===== config.mk =====
export PLATFORM = sky130hd
export DESIGN_NAME = irq_vector_stack
export DESIGN_NICKNAME = d
export VERILOG_FILES = /design/src/irq_stack_pkg.sv /design/src/irq_vector_stack.sv
export VERILOG_INCLUDE_DIRS = /design/src
export SDC_FILE = /design/constraint.sdc
export NUM_CORES = 1
export LEC_CHECK = 0
export BUFFER_PORTS_ARGS = -buffer_cell sky130_fd_sc_hd__buf_2
export CORE_MARGIN = 5
export CORE_UTILIZATION = 40
export CTS_BUF_LIST = sky130_fd_sc_hd__clkbuf_4
export CTS_CLUSTER_DIAMETER = 120
export DETAILED_ROUTE_END_ITERATION = 10
export GPL_TIMING_DRIVEN = 0
export SLEW_MARGIN = 25
export SYNTH_ARGS = -nofsm -noshare
export SYNTH_HDL_FRONTEND = slang
export SYNTH_SLANG_ARGS = --single-unit
export TNS_END_PERCENT = 30

===== constraint.sdc =====
create_clock -name CLK_I -period 4.55 [get_ports CLK_I]
set_clock_uncertainty 0.15 [all_clocks]
set_input_delay 0.91 -clock CLK_I [delete_from_list [all_inputs] [get_ports CLK_I]]
set_output_delay 0.91 -clock CLK_I [all_outputs]
set_load 0.005 [all_outputs]

===== src/irq_stack_defs.svh =====
// Constants for the vector, priority and stack pointer block.
// Assumes a 32-bit Avalon-MM slave port addressed in bytes.
`ifndef IRQ_STACK_DEFS_SVH
`define IRQ_STACK_DEFS_SVH

// ****************************************
// Register indices (byte address = 4 * index)
// ****************************************
`define IDX_SRC_ENABLE 8'h30
`define IDX_SRC_FLAGS 8'h31
`define IDX_CORE_CONTROL 8'h35
`define IDX_EXT_FLAGS 8'h3A
`define IDX_EXT_ENABLE 8'h3B
`define IDX_SP_LOW 8'h3D
`define IDX_SP_HIGH 8'h3E

// ****************************************
// Field positions and reset values
// ****************************************
`define EXT_REQ1_BIT 7
`define EXT_REQ0_BIT 6
`define SENSE0_LSB 0
`define SENSE1_LSB 2
`define SENSE_LEVEL 2'h0
`define SENSE_FALL 2'h2
`define SENSE_RISE 2'h3
`define SP_RESET 16'h0000
`define REG8_RESET 8'h00
`define SRC_RESET 10'h000

// ****************************************
// Vectors and stack steps
// ****************************************
`define NUM_SOURCES 12
`define VEC_RESET 4'h0
`define VEC_EXT0 4'h1
`define VEC_EXT1 4'h2
`define VEC_FIRST_INTERNAL 3
`define SP_STEP_BYTE 16'h0001
`define SP_STEP_ADDR 16'h0002

`endif


===== src/irq_stack_pkg.sv =====
// Types shared by the vector, priority and stack pointer block.
// Assumes the constants header is included by the design file.
package irq_stack_pkg;

    typedef enum logic [4:0] {
        STACK_NONE = 5'h01,
        STACK_PUSH_BYTE = 5'h02,
        STACK_POP_BYTE = 5'h04,
        STACK_PUSH_ADDR = 5'h08,
        STACK_POP_ADDR = 5'h10
    } stack_op_t;

    typedef enum logic [1:0] {
        BUS_IDLE = 2'h1,
        BUS_ANSWER = 2'h2
    } bus_state_t;

    typedef struct packed {
        logic [1:0] sense1;
        logic [1:0] sense0;
    } sense_cfg_t;

endpackage : irq_stack_pkg


===== src/irq_vector_stack.sv =====
// Interrupt vector selection, pending flags, external request sensing
// and the 16-bit stack pointer of an 8-bit core.
// Assumes the core supplies its global enable, vector acknowledges and
// stack steps, and software uses a 32-bit Avalon-MM port with waitrequest.
//
// How it works
// - Twelve interrupt sources plus reset, each with its own vector.
// - A source is taken only with its enable and the global enable set.
// - Vectors 0x000..0x00C: reset, ext0, ext1, then ten internal sources.
// - Lowest pending vector wins; reset first, then external request 0.
// - Flags set while disabled stay set until enabled and served or cleared.
// - Flags wait for the global enable, then serve in priority order.
// - Level-sensed external requests have no flag; pending only while active.
// - Writing one to a flag bit clears it; writing zero does nothing.
// - External enable register: request 1 at bit 7, request 0 at bit 6.
// - External enable register bits 5..0 always read as zero.
// - A two-bit sense field picks rising, falling or level per request.
// - The pin is sensed whatever its direction setting.
// - A request 1 edge sets flag bit 7; taken when both enables set.
// - Request 1 flag clears on vector entry or on a written one.
// - Request 1 flag is held cleared while in level mode.
// - Stack pointer is 16 bits, high byte at 0x3E, low at 0x3D.
// - Stack pointer drops by one per byte push, two per address save.
// - Stack pointer rises by one per byte pop, two per address restore.
`timescale 1ns/1ps
`include "irq_stack_defs.svh"

module irq_vector_stack
    import irq_stack_pkg::*;
(
    input wire logic CLK_I,
    input wire logic RST_B_I,
    input wire logic [9:0] ADDRESS_I,
    input wire logic READ_I,
    input wire logic WRITE_I,
    input wire logic [31:0] WRITEDATA_I,
    output logic [31:0] READDATA_O,
    output logic WAITREQUEST_O,
    input wire logic GLOBAL_ENABLE_I,
    input wire logic [1:0] EXT_REQ_PIN_I,
    input wire logic [9:0] SOURCE_EVENT_I,
    input wire logic VECTOR_ACK_I,
    input wire stack_op_t STACK_OP_I,
    output logic IRQ_REQ_O,
    output logic [11:0] IRQ_VECTOR_O,
    output logic [15:0] STACK_POINTER_O
);

    // ****************************************
    // Register bus slave
    // ****************************************
    bus_state_t bus_state;
    logic [7:0] reg_idx;
    logic wr_take;
    logic [7:0] wbyte;
    logic [7:0] ext_enable;
    logic [9:0] src_enable;
    sense_cfg_t sense_cfg;
    logic [`NUM_SOURCES:1] flag;
    logic [15:0] stack_pointer;
    logic [31:0] next_readdata;

    assign reg_idx = ADDRESS_I[9:2];
    assign wbyte = WRITEDATA_I[7:0];
    // Write lands on the edge where waitrequest is seen low
    assign wr_take = WRITE_I && (bus_state == BUS_ANSWER);
    assign WAITREQUEST_O = bus_state[0];

    // One wait cycle per access; request must be held until answered
    always_ff @(posedge CLK_I) begin
        if (!RST_B_I) begin
            bus_state <= BUS_IDLE;
        end else begin
            case (bus_state)
                BUS_IDLE: begin
                    if (READ_I || WRITE_I) begin
                        bus_state <= BUS_ANSWER;
                    end
                end
                BUS_ANSWER: bus_state <= BUS_IDLE;
                default: bus_state <= BUS_IDLE;
            endcase
        end
    end

    always_comb begin
        next_readdata = 32'h00000000;
        case (reg_idx)
            `IDX_SRC_ENABLE: next_readdata[9:0] = src_enable;
            `IDX_SRC_FLAGS: next_readdata[9:0] = flag[`NUM_SOURCES:3];
            `IDX_CORE_CONTROL: next_readdata[3:0] = sense_cfg;
            `IDX_EXT_FLAGS: begin
                next_readdata[`EXT_REQ1_BIT] = flag[2];
                next_readdata[`EXT_REQ0_BIT] = flag[1];
            end
            // Reserved low bits stay zero
            `IDX_EXT_ENABLE: next_readdata[7:6] = ext_enable[7:6];
            `IDX_SP_LOW: next_readdata[7:0] = stack_pointer[7:0];
            `IDX_SP_HIGH: next_readdata[7:0] = stack_pointer[15:8];
            default: next_readdata = 32'h00000000;
        endcase
    end

    // Read data sampled at the request edge, stands through the answer
    always_ff @(posedge CLK_I) begin
        if (!RST_B_I) begin
            READDATA_O <= 32'h00000000;
        end else if (READ_I && bus_state == BUS_IDLE) begin
            READDATA_O <= next_readdata;
        end
    end

    // ****************************************
    // Enable and sense configuration
    // ****************************************
    always_ff @(posedge CLK_I) begin
        if (!RST_B_I) begin
            ext_enable <= `REG8_RESET;
            src_enable <= `SRC_RESET;
            sense_cfg <= sense_cfg_t'(4'h0);
        end else if (wr_take) begin
            if (reg_idx == `IDX_EXT_ENABLE) begin
                ext_enable <= {wbyte[7:6], 6'h00};
            end
            if (reg_idx == `IDX_SRC_ENABLE) begin
                src_enable <= WRITEDATA_I[9:0];
            end
            if (reg_idx == `IDX_CORE_CONTROL) begin
                sense_cfg <= sense_cfg_t'(WRITEDATA_I[3:0]);
            end
        end
    end

    // ****************************************
    // External request sensing
    // ****************************************
    // Pins are read straight, so output-driven pins still raise requests
    logic [1:0] pin_prev;
    logic [1:0] ext_edge;
    logic [1:0] ext_level;
    logic [1:0] sense_mode [2];

    assign sense_mode[0] = sense_cfg.sense0;
    assign sense_mode[1] = sense_cfg.sense1;

    always_ff @(posedge CLK_I) begin
        if (!RST_B_I) begin
            pin_prev <= 2'h3;
        end else begin
            pin_prev <= EXT_REQ_PIN_I;
        end
    end

    genvar e;
    generate
        for (e = 0; e < 2; e++) begin : g_sense
            // Mode 01 is left unused and raises nothing
            assign ext_edge[e] =
                (sense_mode[e] == `SENSE_RISE &&
                 EXT_REQ_PIN_I[e] && !pin_prev[e]) ||
                (sense_mode[e] == `SENSE_FALL &&
                 !EXT_REQ_PIN_I[e] && pin_prev[e]);
            // Low level is the active level
            assign ext_level[e] =
                (sense_mode[e] == `SENSE_LEVEL) && !EXT_REQ_PIN_I[e];
        end
    endgenerate

    // ****************************************
    // Pending flags
    // ****************************************
    logic [`NUM_SOURCES:1] set_ev;
    logic [`NUM_SOURCES:1] w1c;
    logic [`NUM_SOURCES:1] ack_clr;
    logic [`NUM_SOURCES:1] hold_clr;
    logic [`NUM_SOURCES:1] enable;
    logic [`NUM_SOURCES:1] level_req;
    logic [3:0] ack_vec;

    assign ack_vec = IRQ_VECTOR_O[3:0];
    assign set_ev = {SOURCE_EVENT_I, ext_edge[1], ext_edge[0]};
    assign enable = {src_enable, ext_enable[`EXT_REQ1_BIT],
                     ext_enable[`EXT_REQ0_BIT]};
    assign level_req = {10'h000, ext_level};
    assign hold_clr = {10'h000,
                       sense_mode[1] == `SENSE_LEVEL,
                       sense_mode[0] == `SENSE_LEVEL};

    always_comb begin
        w1c = '0;
        if (wr_take && reg_idx == `IDX_EXT_FLAGS) begin
            w1c[2] = wbyte[`EXT_REQ1_BIT];
            w1c[1] = wbyte[`EXT_REQ0_BIT];
        end
        if (wr_take && reg_idx == `IDX_SRC_FLAGS) begin
            w1c[`NUM_SOURCES:3] = WRITEDATA_I[9:0];
        end
    end

    genvar s;
    generate
        for (s = 1; s <= `NUM_SOURCES; s++) begin : g_flag
            // Only a source that is actually served has its flag cleared
            assign ack_clr[s] = VECTOR_ACK_I && IRQ_REQ_O &&
                                (ack_vec == 4'(s));
            always_ff @(posedge CLK_I) begin
                if (!RST_B_I) begin
                    flag[s] <= 1'b0;
                end else if (hold_clr[s]) begin
                    flag[s] <= 1'b0;
                end else if (set_ev[s]) begin
                    // Set wins over a written-one or vector-entry clear in the same cycle; level-mode hold wins over set
                    flag[s] <= 1'b1;
                end else if (w1c[s] || ack_clr[s]) begin
                    flag[s] <= 1'b0;
                end
            end
        end
    endgenerate

    // ****************************************
    // Priority and vector output
    // ****************************************
    logic [`NUM_SOURCES:1] pending;
    logic next_req;
    logic [3:0] next_vec;

    // Flags persist while global enable is off
    assign pending = (flag | level_req) & enable;

    always_comb begin
        next_req = 1'b0;
        next_vec = `VEC_RESET;
        // Descending scan so the lowest vector is the last to win
        for (int i = `NUM_SOURCES; i >= 1; i--) begin
            if (pending[i]) begin
                next_vec = 4'(i);
            end
        end
        next_req = GLOBAL_ENABLE_I && (|pending);
        // An ack consumes the current request; re-evaluate next cycle
        if (VECTOR_ACK_I) begin
            next_req = 1'b0;
        end
    end

    // Reset vector shows while reset is held
    always_ff @(posedge CLK_I) begin
        if (!RST_B_I) begin
            IRQ_REQ_O <= 1'b0;
            IRQ_VECTOR_O <= 12'h000;
        end else begin
            IRQ_REQ_O <= next_req;
            IRQ_VECTOR_O <= {8'h00, next_vec};
        end
    end

    // ****************************************
    // Stack pointer
    // ****************************************
    // A bus write to a byte takes priority over a stack step that cycle
    logic [15:0] next_sp;

    always_comb begin
        case (STACK_OP_I)
            STACK_NONE: next_sp = stack_pointer;
            STACK_PUSH_BYTE: next_sp = stack_pointer - `SP_STEP_BYTE;
            STACK_POP_BYTE: next_sp = stack_pointer + `SP_STEP_BYTE;
            STACK_PUSH_ADDR: next_sp = stack_pointer - `SP_STEP_ADDR;
            STACK_POP_ADDR: next_sp = stack_pointer + `SP_STEP_ADDR;
            default: next_sp = stack_pointer;
        endcase
        if (wr_take && reg_idx == `IDX_SP_LOW) begin
            next_sp = {stack_pointer[15:8], wbyte};
        end
        if (wr_take && reg_idx == `IDX_SP_HIGH) begin
            next_sp = {wbyte, stack_pointer[7:0]};
        end
    end

    // Software must load a value above 0x60 before use; not checked here
    always_ff @(posedge CLK_I) begin
        if (!RST_B_I) begin
            stack_pointer <= `SP_RESET;
        end else begin
            stack_pointer <= next_sp;
        end
    end

    assign STACK_POINTER_O = stack_pointer;

    // ****************************************
    // Checks
    // ****************************************
    logic sp_bus_wr;
    assign sp_bus_wr = wr_take &&
        (reg_idx == `IDX_SP_LOW || reg_idx == `IDX_SP_HIGH);

    sp_push_addr_a: assert property (
        @(posedge CLK_I) disable iff (!RST_B_I)
        (STACK_OP_I == STACK_PUSH_ADDR && !sp_bus_wr) |=>
        (stack_pointer == 16'($past(stack_pointer) - 16'h0002)))
        else $error("stack pointer not lowered by two");

    sp_pop_byte_a: assert property (
        @(posedge CLK_I) disable iff (!RST_B_I)
        (STACK_OP_I == STACK_POP_BYTE && !sp_bus_wr) |=>
        (stack_pointer == 16'($past(stack_pointer) + 16'h0001)))
        else $error("stack pointer not raised by one");

    reserved_zero_a: assert property (
        @(posedge CLK_I) disable iff (!RST_B_I)
        (READ_I && bus_state == BUS_IDLE && reg_idx == `IDX_EXT_ENABLE)
        |=> (READDATA_O[5:0] == 6'h00 && !WAITREQUEST_O))
        else $error("reserved enable bits read nonzero");

    global_gate_a: assert property (
        @(posedge CLK_I) disable iff (!RST_B_I)
        !GLOBAL_ENABLE_I |=> !IRQ_REQ_O)
        else $error("request raised with global enable off");

    level_no_flag_a: assert property (
        @(posedge CLK_I) disable iff (!RST_B_I)
        (sense_cfg.sense1 == `SENSE_LEVEL) |=> !flag[2])
        else $error("request 1 flag set in level mode");

    ext0_priority_a: assert property (
        @(posedge CLK_I) disable iff (!RST_B_I)
        (pending[1] && GLOBAL_ENABLE_I && !VECTOR_ACK_I) |=>
        (IRQ_REQ_O && IRQ_VECTOR_O == 12'h001))
        else $error("request 0 not served first");

    flag_w1c_a: assert property (
        @(posedge CLK_I) disable iff (!RST_B_I)
        (wr_take && reg_idx == `IDX_EXT_FLAGS &&
         wbyte[`EXT_REQ1_BIT] && !set_ev[2]) |=> !flag[2])
        else $error("written one did not clear flag");

    edge_sets_a: assert property (
        @(posedge CLK_I) disable iff (!RST_B_I)
        (sense_cfg.sense1 == `SENSE_RISE && EXT_REQ_PIN_I[1] &&
         !pin_prev[1]) |=> flag[2])
        else $error("rising edge did not set flag");

    ack_clears_a: assert property (
        @(posedge CLK_I) disable iff (!RST_B_I)
        (VECTOR_ACK_I && IRQ_REQ_O && IRQ_VECTOR_O == 12'h002 &&
         !set_ev[2]) |=> !flag[2])
        else $error("vector entry did not clear flag");

    bus_answer_a: assert property (
        @(posedge CLK_I) disable iff (!RST_B_I)
        (WAITREQUEST_O && READ_I && reg_idx == `IDX_SP_HIGH) |=>
        (!WAITREQUEST_O && READDATA_O[7:0] == $past(stack_pointer[15:8])))
        else $error("stack pointer high byte misread");

endmodule : irq_vector_stack


======== After elaboration in Yosys (flattened, before gate mapping) ========
Index checks and enable logic that the tools add are counted.
word-level totals
  input bits .............................. 65
  register bits after elaboration ......... 71
  output and inout bits ................... 62
  word-level logic and storage cells ...... 188
cells by class
  mux-type cells .......................... 45
  reductions and logical operators ........ 78
  bitwise gates (word level) .............. 4
  equal/unequal tests ..................... 30
  $add $sub $neg .......................... 4
operator list
  cell                     count
  $pmux W16 S4             1
  $eq A8 B6 Y1 const B     7
  $mux W16                 2
  $logic_and A1 B1 Y1      30
  $mux W1                  25
  $reduce_bool A2 Y1       12
  $eq A4 B4 Y1 const B     5
  $mux W4                  5
  $pmux W4 S5              1
  $add A16 B1 Y16 const B  1
  $add A16 B2 Y16 const B  1
  $eq A4 B3 Y1 const B     4
  $sub A16 B1 Y16 const B  1
  $sub A16 B2 Y16 const B  1
  $logic_or A1 B1 Y1       15
  $and A12 B12 Y12         1
  $mux W3                  4
  $or A12 B2 Y12           1
  $pmux W2 S6              1
  $reduce_and A2 Y1        6
  $reduce_or A12 Y1        1
  $eq A2 B2 Y1 const B     5
  $mux W10                 1
  $reduce_bool A5 Y1       2
  17 further kinds         28

======== Logic depth before layout (Yosys ltp) ========
  depth after elaboration ................. 16
  depth in mapped cells ................... 11
  depth with buffers taken out ............ 11

======== Least setup slack after synthesis ========
Ideal clock, no wire load.
  path kind ............................... input to register
  start point ............................. input port STACK_OP_I[1]
  end point ............................... register stack_pointer[15] (netlist: STACK_POINTER_O[15])
  setup slack ............................. 629 ps
  required time ........................... 4333 ps
  stages .................................. 10
  arrival ................................. 3704 ps
  library setup time ...................... 67 ps
  buffers on the path ..................... 0
  cells stage by stage .................... nor2_1 -> nand3_1 -> ha_1 -> a21o_1 -> a31o_2 -> a221o_1 -> or4_1 -> mux2_2 -> and4_1 -> a21oi_2
on the way
  longest elaborated chain between the ends .. 4
  elaborated cells on any way between the ends .. 9
  those cells by class .................... eq/ne: 4; mux: 3; reduce/logical: 2
RTL lines
  element                                     RTL line                 source
  from (decl)                                 irq_vector_stack.sv:43   input wire stack_op_t STACK_OP_I,
  $eq A5 B5 Y1, or another cell as far along  irq_vector_stack.sv:265  case (STACK_OP_I)
  $pmux W16 S4                                irq_vector_stack.sv:265
  $mux W16                                    irq_vector_stack.sv:273  if (wr_take && reg_idx == `IDX_SP_LOW) begin
  $mux W16                                    irq_vector_stack.sv:276  if (wr_take && reg_idx == `IDX_SP_HIGH) begin
  to (signal assigned)                        irq_vector_stack.sv:284  stack_pointer <= `SP_RESET;
  to (signal assigned)                        irq_vector_stack.sv:286  stack_pointer <= next_sp;
  to (decl)                                   irq_vector_stack.sv:60   logic [15:0] stack_pointer;
Several ways; a longest one is shown, not always the timed one. The select of a mux whose other input is x is not followed.
A chain may end at the register's enable or synchronous reset.

======== Worst setup path after layout ========
  start point ............................. input port STACK_OP_I[3]
  end point ............................... register stack_pointer[15] (netlist: STACK_POINTER_O[15])
Same word-level chain as after synthesis.

==> summary.md <==
| Metric | Value |
|---|---|
| Status | complete, no violations |
| Unrepaired setup endpoints after global routing | false |
| Fillcell total | between 1000 and 1500 |
| Synthesized flop and latch total | between 60 and 70 |
| Critical path class | input port to flop |
| Final max-slew violation count | 0 |
| Pwr Density | 294.2 nW/µm² |
| Largest net degree at the start of global routing | 22 |
| Synthesis warning total | 0 |
| Slew margin rel. | 0.3863 |
| Post-CTS Setup Bufs | 0 |
| Post-synth ARST share | 0 |
| Area grow syn2layout | 16.33% |
| CP Cell Sequence | buf_2 -> nor2_1 -> nand3_1 -> ha_1 -> a21o_1 -> a31o_2 -> a221o_1 -> or4_1 -> mux2_2 -> and4_1 -> a21oi_2 |
| Critical path depth | 11 |
| Max_cap viols | 0 |
| Critical path launch point | STACK_OP_I[3] |
| Post-synthesis sequential area ratio | 0.2608 |
| Commonest register cell after synthesis | dfxtp_1 |
| Horiz. Die Dim | 120.0 µm |
| Actual slew at the worst max-slew pin | 918.0 ps |
| Cells after synthesis | between 600 and 700 |
| Grt ovf | 0 |
| WL/cell | between 15 and 20 µm |
| Hold path depth | 2 |
| Critical Path End Type | flop |
| Worst path arrival time | ~4400 ps |
| Final Hold Viols | 0 |
| TritonRoute pass-1 iters | 5 |
| R2R depth | 8 |
| Crit path largest cell delay | ~700 ps |
| Fmax | around 0.24 GHz |
| I/O Pins | 127 |
| Row cnt | 40 |
| Worst Path Buf+Inv | 1 |
| Initial antenna violation count | 0 |
| Worst EP required | roughly 4800 ps |
| Largest area contributor in the netlist | dfxtp_1 |
| Min Tclk post-route | 4178 ps |
| Overall power | 0.001655 W |
| Drt first-iter violations | a little over 400 |
| Starting Density | 0.4060 |
| Global-route wire length before repair | between 20000 and 30000 µm |
| Yosys cell types | 57 |
| Total wire length | between 15000 and 20000 µm |
| CTS buffer count | 9 |
| Die height | between 100 and 150 µm |
| Drt via density | between 5 and 6 |
| Synth top area cells | dfxtp_1 26%, ha_1 8.8%, nor2_1 6.8% |
| Final setup vio count | 0 |
| Slowest CP cell | nand3_1 |
| CTS tree | done |
| Avg Cell Area, Syn | a little under 8 µm² |
| Latest clock arrival within the worst-skew pair | about 430 ps |
| Port bufs | 70 |
| Worst flop-to-flop path startpoint | STACK_POINTER_O[1] |
| Routed vias | just under 5000 |
| Post_cts resized | 0 |
| CTS Buffer Depth | 2 |
| Core Area | between 10000 and 15000 µm² |
| Worst-path fanout max | 21 |
| CTS H-Tree Depth | 3 |
| CP top delay family | simple AND/OR/NAND/NOR gates |
| Hold Crit Start | READDATA_O[2] |
| Vias in the first global route | roughly 5000 |
| Worst hold path class | flop to flop |
| Multi-input logic area | ~3400 µm² |
| Routability Congestion | approximately 0.95 |
| Leak pwr | about 2.5 nW |
| Post-synth EDFFs | 0 |
| Setup crit start kind | input port |
| Clock sink count | 63 |
| Layout cells sized above 1 | 0.1735 |
| Root buf cell | clkbuf_4 |
| Final period util | 0.9181 |
| Number of diodes | 0 |
| Peak VDD IR | 0.1594 mV |
| # DRC | 0 |
| # hold bufs at CTS | 0 |
| Fin Setup TNS | 0 ps |
| Post-Syn Area | between 4000 and 5000 µm² |
| HPWL after DPL | 12310 µm |
| Die area | 14390 µm² |
| Register Area | around 1300 µm² |
| Antenna Nets Post-Route | 0 |
| Final net count | 828 |
| GRT Total Usage | 0.2181 |
| Clock slew at reported path FFs | about 110 ps |
| Post-synth top area share | 0.2608 |
-- worst paths after layout --
kind | slack, ps | endpoint
min reg2reg | 350 | READDATA_O[2]
max reg2reg | 1420 | STACK_POINTER_O[15]
max | 370 | STACK_POINTER_O[15]
min | 350 | READDATA_O[2]
-- final cells by class --
class	count	area share
multi-input cells	523	0.5956
flip-flops and latches	63	0.2242
repair buffers	70	0.06228
plain buffers	49	0.05294
well taps	147	0.03270
clock buffers	11	0.01468
clock inverters	5	0.01023
inverters	11	0.007340
-- sequential cells by signal, summed over array words and instances (netlist names) --
name,cells
sense_cfg,4
IRQ_REQ_O,1
flag,12
IRQ_VECTOR_O,4
src_enable,10
pin_prev,2
STACK_POINTER_O,16
ext_enable,2
bus_state,2
READDATA_O,10
-- report_power, final --
| part | internal [W] | leakage (nW) | total (W) | switching [W] |
|---|---|---|---|---|
| Sequential | 0.000582 | 0.515 | 0.000630 | 0.0000482 |
| Combinational | 0.000281 | 1.91 | 0.000626 | 0.000345 |
| Clock | 0.000181 | 0.0812 | 0.000398 | 0.000217 |
-- worst register-to-register path, cell delays in order, from the launching register on --
cell and delay [ps]:
dfxtp_1 510, inv_1 160, fa_1 480, o21ai_0 440, a221oi_1 210, o21ai_0 450, mux2_2 380, and4_1 180
a21oi_2 100
-- metal layers --
metal	share of wire	vias to the layer above	GRT usage	wire (µm)
li1	-	2449	-	-
met3	0.051	26	0.02922	791
met5	0	-	0	0
met1	0.44	2330	0.2757	6931
met2	0.49	156	0.3765	7637
met4	0.019	0	0.08160	303
-- cells by family (layout without fill, tap and decap cells) --
logic type,count (synthesis),after routing,share of synthesized area
and+or+nand+nor,214,214,0.2085
AOI/OAI and AO/OA,187,187,0.2546
DFF,63,63,0.2608
buffers and inverters,60,146,0.07012
adders and majority gates,36,36,0.09625
xor gates and xnor gates,28,28,0.05071
muxes,28,28,0.05821
other,1,30,0.0007755
-- synthesized netlist by cell type, drive strengths merged, types with 9 or more instances --
master	number
o211ai	14
o21ai	42
nor2	87
buf	31
clkbuf	18
nor3	17
mux2i	27
a22oi	10
ha	34
xnor2	15
inv	11
nand3	13
a31oi	9
xor2	13
a21oi	44
dfxtp	63
a21o	14
nand2	45
-- layout by cell type, fill, tap and decap left out, types with 9 or more instances in the layout --
cell type,instances
nand2_1,45
clkbuf_4,11
buf_2,71
xor2_1,13
conb_1,30
ha_1,34
a31oi_1,9
a22oi_1,10
xnor2_1,15
nor2_1,87
clkbuf_1,18
a21oi_1,43
nor3_1,17
o211ai_1,14
a21o_1,14
buf_4,30
nand3_1,13
dfxtp_1,63
inv_1,11
mux2i_1,27
o21ai_0,42
-- through the flow --
stage                     worst slack [ps]    util  std cells  hold WS, ps  instance area [µm²]
final                                372.5  0.4723        879        346.7                 5625
after CTS                            379.2  0.4723        879        352.2                 5625
after floorplan                      629.1       -        646        330.6                 4945
after detailed placement            -61.80  0.4605        863        337.7                 5485
after global placement               23.89  0.4600        863        332.6                 5479
after global routing                 119.1  0.4723        879        367.2                 5625
No activity file was read; power rests on OpenSTA's default activity.
